===== src/hw/pin_select_map.vh =====
// Register offsets, field positions, codes and timing for the pin function selector.
// Included by the selector only; holds definitions only.
`ifndef PIN_SELECT_MAP_VH
`define PIN_SELECT_MAP_VH

`define PFS_OFFSET          8'h00
`define PFS_RESET           32'h0000_0000
`define PFS_WRITE_MASK      32'h00FF_FFC0
`define BLINK_CFG_OFFSET    8'h30
`define BLINK_CFG_RESET     8'h20
`define BLINK_CFG_WIDTH     8

`define PIN0_SELECT_LSB     6
`define PIN_SELECT_STRIDE   2
`define PIN_COUNT           9

`define SEL_CODE_GPIO       2'b00
`define SEL_CODE_ALT        2'b01
`define SEL_CODE_CLOCK      2'b10
`define SEL_CODE_SYNC       2'b00
`define SEL_CODE_GPIO_HI    2'b01

`define CLK_PERIOD_NS       40
`define BLINK_UNIT_NS       1000000
`define BLINK_UNIT_CYCLES   (`BLINK_UNIT_NS / `CLK_PERIOD_NS)

`endif


===== src/hw/blink_tick.v =====
// Divides pclk down to one tick pulse per blink time unit.
// Assumes pclk is free running.
`timescale 1ns/1ps
`default_nettype none
module blink_tick #(
  parameter integer UNIT_CYCLES = 25000
) (
  input  wire        pclk,
  input  wire        presetn,
  output reg         tick
);
  reg [31:0] cnt_reg;

  always @(posedge pclk or negedge presetn) begin
    if (!presetn) begin
      cnt_reg <= 32'h0000_0000;
      tick    <= 1'b0;
    end else if (cnt_reg == UNIT_CYCLES - 1) begin
      cnt_reg <= 32'h0000_0000;
      tick    <= 1'b1;
    end else begin
      cnt_reg <= cnt_reg + 32'h0000_0001;
      tick    <= 1'b0;
    end
  end
endmodule // blink_tick
`default_nettype wire


===== src/hw/blink_stretch.v =====
// Stretches an event pulse or a level into an LED drive of at least the blink time.
// Assumes tick is a one-cycle pulse per blink time unit.
`timescale 1ns/1ps
`default_nettype none
module blink_stretch #(
  parameter integer TW = 8
) (
  input  wire          pclk,
  input  wire          presetn,
  input  wire          trig,
  input  wire          hold,
  input  wire          tick,
  input  wire [TW-1:0] blink_time,
  output reg           led
);
  reg [TW-1:0] cnt_reg;
  reg          phase_reg;

  always @(posedge pclk or negedge presetn) begin
    if (!presetn) begin
      cnt_reg   <= {TW{1'b0}};
      phase_reg <= 1'b0;
      led       <= 1'b0;
    end else begin
      // Reload while active so the off delay starts when the source ends
      // First tick after a reload only closes the partial unit, so the on time never undercuts the blink time
      if (trig || hold) begin
        cnt_reg   <= blink_time;
        phase_reg <= 1'b1;
      end else if (tick && phase_reg) begin
        phase_reg <= 1'b0;
      end else if (tick && cnt_reg != {TW{1'b0}}) begin
        cnt_reg <= cnt_reg - {{(TW-1){1'b0}}, 1'b1};
      end
      led <= trig | hold | (cnt_reg != {TW{1'b0}});
    end
  end
endmodule // blink_stretch
`default_nettype wire


===== src/hw/gpio_pin_function_select.v =====
// Pin function selector: APB select and blink registers plus routing of nine multipurpose pins.
// Assumes event inputs are one-cycle pulses and all inputs are synchronous to pclk.
//
// Functional notes
// Pin 0 field bits 7:6: 00 GPIO, 01 receive-good LED, 10 system clock.
// Receive-good LED pulses per good-checksum frame for the blink time.
// Pin 1 field bits 9:8: 00 GPIO, 01 frame-delimiter LED.
// Frame-delimiter LED pulses on each delimiter detection for the blink time.
// Pin 2 field bits 11:10: 00 GPIO, 01 receiver-active LED.
// Receiver LED lit while receiver on, plus at least blink time after.
// Pin 3 field bits 13:12: 00 GPIO, 01 transmit LED.
// Transmit LED pulses per sent frame for the blink time.
// Pin 4 field bits 15:14: 00 GPIO, 01 amplifier control output.
// Pin 5 field bits 17:16: 00 GPIO, 01 external transmit enable.
// Pin 6 field bits 19:18: 00 GPIO, 01 external receive enable.
// Pin 7 field bits 21:20: 00 sync input, 01 GPIO.
// Pin 8 field bits 23:22: 00 interrupt output, 01 GPIO.
// Software writes zero to reserved bits 5:0 and 31:24.
// Software never writes reserved select codes.
// Direction setting applies only to pins in GPIO mode.
// Alternate pins ignore GPIO data; new routing acts one edge after write.
`timescale 1ns/1ps
`default_nettype none
`include "pin_select_map.vh"
module gpio_pin_function_select #(
  parameter integer BLINK_UNIT_CYCLES = `BLINK_UNIT_CYCLES,
  parameter integer NPIN              = `PIN_COUNT
) (
  input  wire            pclk,
  input  wire            presetn,
  input  wire            psel,
  input  wire            penable,
  input  wire            pwrite,
  input  wire [7:0]      paddr,
  input  wire [31:0]     pwdata,
  output reg  [31:0]     prdata,
  output reg             pready,
  output reg             pslverr,
  input  wire [NPIN-1:0] gpio_dir,
  input  wire [NPIN-1:0] gpio_dout,
  output reg  [NPIN-1:0] gpio_din,
  input  wire            rx_frame_good,
  input  wire            rx_sfd_detect,
  input  wire            rx_on,
  input  wire            tx_frame_done,
  input  wire            sys_clock_tap,
  input  wire            amp_ctrl_src,
  input  wire            tx_enable_src,
  input  wire            rx_enable_src,
  input  wire            irq_src,
  output reg             sync_in,
  input  wire [NPIN-1:0] pad_in,
  output reg  [NPIN-1:0] pad_out,
  output reg  [NPIN-1:0] pad_oe,
  output reg             receive_good_led,
  output reg             frame_delimiter_led,
  output reg             receiver_active_led,
  output reg             transmit_led
);

  // Select code of one pin out of the selection register
  function [1:0] pin_sel;
    input [31:0] sel_word;
    input integer pin;
    begin
      pin_sel = sel_word[`PIN0_SELECT_LSB + `PIN_SELECT_STRIDE*pin +: 2];
    end
  endfunction

  reg  [31:0]                 pin_function_select_reg;
  reg  [`BLINK_CFG_WIDTH-1:0] led_blink_config_reg;
  wire                        tick;
  wire [3:0]                  led_drive;

  wire setup_ok = psel && penable && !pready;
  wire wr_done  = psel && penable && pready && pwrite;
  wire hit_pfs  = (paddr == `PFS_OFFSET);
  wire hit_blk  = (paddr == `BLINK_CFG_OFFSET);

  // APB slave: one wait state, answer registered
  always @(posedge pclk or negedge presetn) begin
    if (!presetn) begin
      pready  <= 1'b0;
      pslverr <= 1'b0;
      prdata  <= 32'h0000_0000;
    end else begin
      pready  <= setup_ok;
      pslverr <= setup_ok && !hit_pfs && !hit_blk;
      if (setup_ok && !pwrite && hit_pfs)
        prdata <= pin_function_select_reg;
      else if (setup_ok && !pwrite && hit_blk)
        prdata <= {{(32-`BLINK_CFG_WIDTH){1'b0}}, led_blink_config_reg};
      else
        prdata <= 32'h0000_0000;
    end
  end

  // Reserved bits are not stored and read back as zero
  always @(posedge pclk or negedge presetn) begin
    if (!presetn) begin
      pin_function_select_reg <= `PFS_RESET;
      led_blink_config_reg    <= `BLINK_CFG_RESET;
    end else if (wr_done && hit_pfs) begin
      pin_function_select_reg <= pwdata & `PFS_WRITE_MASK;
    end else if (wr_done && hit_blk) begin
      led_blink_config_reg <= pwdata[`BLINK_CFG_WIDTH-1:0];
    end
  end

  blink_tick #(
    .UNIT_CYCLES (BLINK_UNIT_CYCLES)
  ) u_tick (
    .pclk    (pclk),
    .presetn (presetn),
    .tick    (tick)
  );

  blink_stretch #(.TW(`BLINK_CFG_WIDTH)) u_led_rxok (
    .pclk       (pclk),
    .presetn    (presetn),
    .trig       (rx_frame_good),
    .hold       (1'b0),
    .tick       (tick),
    .blink_time (led_blink_config_reg),
    .led        (led_drive[0])
  );

  blink_stretch #(.TW(`BLINK_CFG_WIDTH)) u_led_sfd (
    .pclk       (pclk),
    .presetn    (presetn),
    .trig       (rx_sfd_detect),
    .hold       (1'b0),
    .tick       (tick),
    .blink_time (led_blink_config_reg),
    .led        (led_drive[1])
  );

  blink_stretch #(.TW(`BLINK_CFG_WIDTH)) u_led_rx (
    .pclk       (pclk),
    .presetn    (presetn),
    .trig       (1'b0),
    .hold       (rx_on),
    .tick       (tick),
    .blink_time (led_blink_config_reg),
    .led        (led_drive[2])
  );

  blink_stretch #(.TW(`BLINK_CFG_WIDTH)) u_led_tx (
    .pclk       (pclk),
    .presetn    (presetn),
    .trig       (tx_frame_done),
    .hold       (1'b0),
    .tick       (tick),
    .blink_time (led_blink_config_reg),
    .led        (led_drive[3])
  );

  // Alternate function selection per pin
  reg [NPIN-1:0] alt_on;
  reg [NPIN-1:0] alt_val;
  reg [NPIN-1:0] alt_oe;
  reg [1:0]      s0;

  always @* begin
    alt_on  = {NPIN{1'b0}};
    alt_val = {NPIN{1'b0}};
    alt_oe  = {NPIN{1'b0}};
    s0      = pin_sel(pin_function_select_reg, 0);
    case (s0)
      `SEL_CODE_ALT: begin
        alt_on[0]  = 1'b1;
        alt_val[0] = led_drive[0];
        alt_oe[0]  = 1'b1;
      end
      `SEL_CODE_CLOCK: begin
        alt_on[0]  = 1'b1;
        alt_val[0] = sys_clock_tap;
        alt_oe[0]  = 1'b1;
      end
      default: begin
        alt_on[0]  = 1'b0;
      end
    endcase
    // Codes 10 and 11 on pins 1 to 6 fall back to GPIO
    case (pin_sel(pin_function_select_reg, 1))
      `SEL_CODE_ALT: begin
        alt_on[1]  = 1'b1;
        alt_val[1] = led_drive[1];
        alt_oe[1]  = 1'b1;
      end
      default: begin
        alt_on[1]  = 1'b0;
      end
    endcase
    case (pin_sel(pin_function_select_reg, 2))
      `SEL_CODE_ALT: begin
        alt_on[2]  = 1'b1;
        alt_val[2] = led_drive[2];
        alt_oe[2]  = 1'b1;
      end
      default: begin
        alt_on[2]  = 1'b0;
      end
    endcase
    case (pin_sel(pin_function_select_reg, 3))
      `SEL_CODE_ALT: begin
        alt_on[3]  = 1'b1;
        alt_val[3] = led_drive[3];
        alt_oe[3]  = 1'b1;
      end
      default: begin
        alt_on[3]  = 1'b0;
      end
    endcase
    case (pin_sel(pin_function_select_reg, 4))
      `SEL_CODE_ALT: begin
        alt_on[4]  = 1'b1;
        alt_val[4] = amp_ctrl_src;
        alt_oe[4]  = 1'b1;
      end
      default: begin
        alt_on[4]  = 1'b0;
      end
    endcase
    case (pin_sel(pin_function_select_reg, 5))
      `SEL_CODE_ALT: begin
        alt_on[5]  = 1'b1;
        alt_val[5] = tx_enable_src;
        alt_oe[5]  = 1'b1;
      end
      default: begin
        alt_on[5]  = 1'b0;
      end
    endcase
    case (pin_sel(pin_function_select_reg, 6))
      `SEL_CODE_ALT: begin
        alt_on[6]  = 1'b1;
        alt_val[6] = rx_enable_src;
        alt_oe[6]  = 1'b1;
      end
      default: begin
        alt_on[6]  = 1'b0;
      end
    endcase
    // Pin 7 is the sync input unless switched to GPIO; its driver stays off
    case (pin_sel(pin_function_select_reg, 7))
      `SEL_CODE_GPIO_HI: begin
        alt_on[7]  = 1'b0;
      end
      default: begin
        alt_on[7]  = 1'b1;
        alt_oe[7]  = 1'b0;
      end
    endcase
    case (pin_sel(pin_function_select_reg, 8))
      `SEL_CODE_GPIO_HI: begin
        alt_on[8]  = 1'b0;
      end
      default: begin
        alt_on[8]  = 1'b1;
        alt_val[8] = irq_src;
        alt_oe[8]  = 1'b1;
      end
    endcase
  end

  // Registered pad drive; GPIO data and direction only reach GPIO-mode pins
  integer i;
  always @(posedge pclk or negedge presetn) begin
    if (!presetn) begin
      pad_out  <= {NPIN{1'b0}};
      pad_oe   <= {NPIN{1'b0}};
      gpio_din <= {NPIN{1'b0}};
      sync_in  <= 1'b0;
    end else begin
      for (i = 0; i < NPIN; i = i + 1) begin
        if (alt_on[i]) begin
          pad_out[i] <= alt_val[i];
          pad_oe[i]  <= alt_oe[i];
        end else begin
          pad_out[i] <= gpio_dout[i];
          pad_oe[i]  <= ~gpio_dir[i];
        end
        gpio_din[i] <= alt_on[i] ? 1'b0 : pad_in[i];
      end
      sync_in <= alt_on[7] & pad_in[7];
    end
  end

  // LED levels seen at the selector boundary, for status and test
  always @(posedge pclk or negedge presetn) begin
    if (!presetn) begin
      receive_good_led    <= 1'b0;
      frame_delimiter_led <= 1'b0;
      receiver_active_led <= 1'b0;
      transmit_led        <= 1'b0;
    end else begin
      receive_good_led    <= led_drive[0];
      frame_delimiter_led <= led_drive[1];
      receiver_active_led <= led_drive[2];
      transmit_led        <= led_drive[3];
    end
  end

endmodule // gpio_pin_function_select
`default_nettype wire


===== config.mk =====
export PLATFORM = sky130hd
export DESIGN_NAME = gpio_pin_function_select
export DESIGN_NICKNAME = d
export VERILOG_FILES = /design/src/hw/blink_tick.v /design/src/hw/blink_stretch.v /design/src/hw/gpio_pin_function_select.v
export VERILOG_INCLUDE_DIRS = /design/src /design/src/hw
export SDC_FILE = /design/constraint.sdc
export NUM_CORES = 1
export LEC_CHECK = 0
export BUFFER_PORTS_ARGS = -buffer_cell sky130_fd_sc_hd__buf_4
export CORE_MARGIN = 1.5
export CORE_UTILIZATION = 40
export DETAILED_ROUTE_END_ITERATION = 6
export PLACE_DENSITY_LB_ADDON = 0.25
export SYNTH_ARGS = -nofsm -noshare
export SYNTH_HDL_FRONTEND = slang
export SYNTH_SLANG_ARGS = --single-unit

===== constraint.sdc =====
create_clock -name pclk -period 1.9 [get_ports pclk]
set_input_delay 0.19 -clock pclk [delete_from_list [all_inputs] [get_ports pclk]]
set_output_delay 0.19 -clock pclk [all_outputs]
set_load 0.05 [all_outputs]

==> After elaboration in Yosys (flattened, before gate mapping) <==
Index checks and enable logic that the tools add are counted.
{ "word_totals": {"input_bits": 81, "elab_cells": 171, "reg_bits": 165} }
{ "op_classes": {"bitwise": 15, "mux": 66, "n_reduce_logical": 42, "n_eq_ne": 16, "n_addsub": 5} }
{ "op_table": {"columns": ["operator", "count"], "rows": [
  ["$mux 8", 13],
  ["$mux 32", 2],
  ["$mux 1", 50],
  ["$add 32x1->32 const B", 1],
  ["$eq 32x15->1 const B", 1],
  ["$reduce_bool 8->1", 4],
  ["$sub 8x1->8 const B", 4],
  ["$logic_and 1x1->1", 19],
  ["$eq 2x1->1 const B", 9],
  ["$reduce_bool 2->1", 8],
  ["$not 1->1", 10],
  ["$reduce_and 2->1", 5],
  ["$eq 8x6->1 const B", 1],
  ["$logic_not 8->1", 1],
  ["$ne 2x2->1 const B", 4],
  ["$logic_not 1->1", 4],
  ["$or 1x1->1", 4],
  ["$eq 2x2->1 const B", 1],
  ["$pmux 1 s2", 1],
  ["$reduce_or 2->1", 1],
  ["$and 1x1->1", 1]
]} }

==> Longest topological paths before layout <==
{ "depth": {"ltp_word": 6, "depth_mapped": 7} }

==> Hierarchy <==
A second synthesis with hierarchy kept.
{ "unflattened": {"cells_unflattened": 599, "hier_area_um2": 7115.6} }
{ "by_module_without_submodules": {"columns": ["module", "cells_each", "instances", "area_each_um2"], "rows": [
  ["gpio_pin_function_select", 210, 1, 3130.5],
  ["blink_stretch", 60, 4, 594.3],
  ["blink_tick", 149, 1, 1607.8]
]} }

==> Worst setup path after synthesis <==
No wires, ideal clock.
{ "synth_timing": {"path_kind": "register -> register", "from": "reg pready", "to": "reg pin_function_select_reg[14]", "setup_ns": 0.125, "required_time_ns": 1.775, "stages_incl_launch_ff": 6, "n_path_buf": 2, "arrival_time_ns": 1.712, "path_slack_ns": 0.063, "path_cell_list": "dfrtp_1 nand4_1 or3_1 buf_6 buf_8 mux2_4"} }
{ "synth_between": {"elab_chain_len": 3} }
{ "synth_rtl": {"columns": ["element", "line", "text"], "rows": [
  ["start: declaration", "gpio_pin_function_select.v:37", "output reg pready,"],
  ["start signal: assignment", "gpio_pin_function_select.v:87", "pready <= setup_ok;"],
  ["$logic_and 1x1->1 (2 in a row)", "gpio_pin_function_select.v:76", "wire wr_done = psel && penable && pready && pwrite;"],
  ["$logic_and 1x1->1", "gpio_pin_function_select.v:103", "end else if (wr_done && hit_pfs) begin"],
  ["end signal: assignment", "gpio_pin_function_select.v:101", "pin_function_select_reg <= `PFS_RESET;"],
  ["end signal: assignment", "gpio_pin_function_select.v:104", "pin_function_select_reg <= pwdata & `PFS_WRITE_MASK;"],
  ["end: declaration", "gpio_pin_function_select.v:70", "reg [31:0] pin_function_select_reg;"]
]} }
Every way passes these cells.
A chain may end at the register's enable or synchronous reset.

==> Worst setup path in the final report <==
{ "layout_timing": {"from": "reg u_led_sfd.cnt_reg[0]", "to": "reg u_led_sfd.cnt_reg[2]"} }
{ "layout_between": {"elab_chain_len": 4, "word_cells_on_any_way": 8} }
{ "layout_rtl": {"columns": ["element", "line", "text"], "rows": [
  ["start: declaration", "blink_stretch.v:16", "reg [TW-1:0] cnt_reg;"],
  ["start signal: assignment", "blink_stretch.v:21", "cnt_reg <= {TW{1'b0}};"],
  ["start signal: assignment", "blink_stretch.v:28", "cnt_reg <= blink_time;"],
  ["start signal: assignment", "blink_stretch.v:33", "cnt_reg <= cnt_reg - {{(TW-1){1'b0}}, 1'b1};"],
  ["$sub 8x1->8 or $reduce_bool 8->1 (tied branches)", "blink_stretch.v:33, blink_stretch.v:32", null],
  ["$mux 8 or $logic_and 1x1->1 (tied branches)", "blink_stretch.v:32", "end else if (tick && cnt_reg != {TW{1'b0}}) begin"],
  ["$mux 8 or $reduce_bool 2->1 (tied branches)", null, null],
  ["$mux 8 or $reduce_and 2->1 (tied branches)", null, null]
]} }
Several ways; a longest one is shown, not always the timed one. The select of a mux whose other input is x is not followed.

==> flow_summary.ini <==
[outcome]
status = finished, final reports clean

[sta]
fin_crit_ns = 1.78
skew_ns = 0.00989
fmax_mhz = 562
slew_viol_final = 0
hold_viol = 0
rsz0062_at_grt = false
slew_headroom = 0.627
tightest_slew_ns = 0.556
tns_ns = 0
holdWs_ns = 0.0260
setup_viol = 0
finalCritPeriodShare = 0.936

[run]
maxCapViolations = 0

[synth]
synth_compound_area_frac = 0.0403
synth_edf_count = 0
synth_top_family_by_area = simple AND/OR/NAND/NOR gates
ys.flop_type = dfrtp_1
seq_area_frac_synth = 0.583
synthArstFlopShare = 1.00
synth_area_um2 = 6740
synthAdderAreaFrac = 0.0204
synth_mux_area_frac = 0.0800
yosys.area_share.simple = 0.180
ys_ff_latch = 157
syn-instance-count = 566
yosys_warnings = 0
yosys.area_share.xor_xnor = 0.0676
synth_cell_type_count = 52
avgSynthCellArea_um2 = 11.9

[power]
comb_power_share = 0.074
swShare = 0.229
pwr-share-seq = 0.466
internal_power_mw = 5.60
p_per_area_nw_per_um2 = 788
power_switching_mw = 1.66
clockPowerShare = 0.460
peakVddDrop_v = 0.000561
p_leak_nw = 4.37

[detailed_routing]
routed-via-count = 4827
drc = 0
wl_per_cell_um = 14.3
postRouteAntennaNets = 0
wl_mm = 14.4
avgViaCountPerCell = 4.79
dr.pass1.iters = 4
drt_iter0_drc = 249

[setup_path]
arrival_ns = 2.08
cp-end-kind = flop
critical_path.slowest_cell = dfrtp_1
cpPeakStageDelay_ns = 0.39
path_class = flop to flop
critPathLaunchType = flop
crit_fanout = 3
path_cells = inv_1 -> ha_1 -> nor2b_1 -> a311oi_2 -> nand2_1 -> xnor2_1 -> mux2_2
cp.required_ns = 2.21

[clock_tree]
cts_max_level = 4
clk_latency_ns = 0.42
clkSinkCount = 157
path_clk_slew_ns = 0.06
cts_tree = yes
clk_path_buf_depth = 2
numCtsBuffers = 17
cts-root-buf = clkbuf_16

[global_route]
antenna_found_initial = 0
grt_pass1_wl_mm = 23.8
grtUsageTotal = 0.170
grt.overflow.total = 0
grt_max_degree = 60
grt_pass1_vias = 5001

[floorplan]
coreArea_um2 = 16500
die_h_um = 133
start_util = 0.408
ioPinCount = 147
die_w_um = 133
rows = 47
dieArea_um2 = 17600

[final_layout]
largest_reg_flops = 32
area_delta_synth_final_pct = 36.9
diodes = 0
drive_gt1_frac = 0.306
fin_nets = 867

[place]
gp_congestion = 0.773
dp_hpwl_mm = 9.90
io_buffers = 130

[hold_path]
hp-class = primary input to flop
## stage by stage
step	instance area (µm²)	utilization	setup WS [ns]	power, mW	cells
after CTS	9190	0.556	0.0235	7.37	1008
after global placement	8060	0.488	0.139	3.89	921
final	9230	0.558	0.121	7.27	1008
after detailed placement	8060	0.488	0.0374	3.90	921
after global routing	9230	0.558	0.0166	7.53	1008
after floorplan	6770	-	0.0632	3.66	573
## critical path, delay by kind of cell (launching register included)
family / cells / cell delay, ns
AO/OA/AOI/OAI: 1 / 0.32
flip-flops: 1 / 0.39
XOR/XNOR: 1 / 0.13
adder cells (fa/ha/maj): 1 / 0.22
AND/OR/NAND/NOR: 2 / 0.27
multiplexers: 1 / 0.25
buffers and inverters: 1 / 0.08
## path summary, 6_finish.rpt
| check | startpoint | end | slack, ns | cells past startpoint |
|---|---|---|---|---|
| max | u_led_sfd.cnt_reg[0]$_DFFE_PN0P_ | u_led_sfd.cnt_reg[2]$_DFFE_PN0P_ | 0.12 | 7 |
| min | pwdata[6] | pin_function_select_reg[6]$_DFFE_PN0P_ | 0.03 | 2 |
| max reg2reg | u_led_sfd.cnt_reg[0]$_DFFE_PN0P_ | u_led_sfd.cnt_reg[2]$_DFFE_PN0P_ | 0.12 | 7 |
| min reg2reg | u_led_tx.led$_DFF_PN0_ | transmit_led$_DFF_PN0_ | 0.36 | 0 |
| max in group asynchronous | presetn | led_blink_config_reg[5]$_DFFE_PN1P_ | 0.89 | 3 |
| min in group asynchronous | presetn | pad_oe[2]$_DFF_PN0_ | 0.28 | 2 |
## cell families (layout without fill, tap and decap cells)
group                      count (synthesis)  count (layout)
AOI/OAI and AO/OA                         46              46
xor gates and xnor gates                  52              52
DFF                                      157             157
muxes                                     45              45
other                                      1               8
and+or+nand+nor                          218             218
adders and majority gates                 11              11
buffers and inverters                     36             251
## power groups by stage
stage	clock, mW	sequential [mW]	combinational, mW
final	3.34	3.39	0.537
after global routing	3.56	3.39	0.578
after floorplan	0	3.55	0.107
after detailed placement	0	3.45	0.447
after CTS	3.44	3.39	0.539
after global placement	0	3.45	0.440
## layer usage
| layer | global-route usage | part of all wire | vias up |
|---|---|---|---|
| met1 | 0.213 | 0.44 | 2372 |
| li1 | - | - | 2312 |
| met3 | 0.0437 | 0.047 | 21 |
| met4 | 0.0617 | 0.017 | 0 |
| met2 | 0.285 | 0.49 | 122 |
| met5 | 0 | 0 | - |
## what timing repair did
action / 4_1_cts / 5_1_grt
hold endpoints to repair: 101 / 0
gates resized for setup: 0 / 7
buffers inserted: 0 / 0
setup endpoints to repair: 0 / 13
hold buffers: 55 / 0
## synthesized netlist by cell type, types with 10 or more instances
library cell / number / area, µm²
nand3_1: 21 / 105
and2_1: 32 / 200
dfrtp_1: 156 / 3900
nand2b_1: 10 / 62.6
xor2_1: 19 / 166
mux2_2: 31 / 349
mux2_4: 10 / 150
nor2_1: 34 / 128
ha_1: 11 / 138
nand2_1: 55 / 206
o21ai_0: 22 / 110
xnor2_1: 33 / 289
inv_1: 17 / 63.8
## placed cells by master (no fill, tap or decap), types with 10 or more instances in the layout
cell	instances
dfrtp_1	156
buf_4	143
nand2_1	55
dlygate4sd3_1	55
nor2_1	34
xnor2_1	33
and2_1	32
mux2_2	31
o21ai_0	22
nand3_1	21
xor2_1	19
inv_1	17
clkbuf_16	17
ha_1	11
nand2b_1	10
mux2_4	10
## layout make-up
type | instances | area, µm²
Sequential cell | 157 | 3930
Fill cell | 1412 | 7300
Timing Repair Buffer | 202 | 1700
Tap cell | 220 | 275
Clock buffer | 21 | 450
Inverter | 17 | 63.8
Clock inverter | 11 | 135
Multi-Input combinational cell | 380 | 2680
No activity file was read; power rests on OpenSTA's default activity.
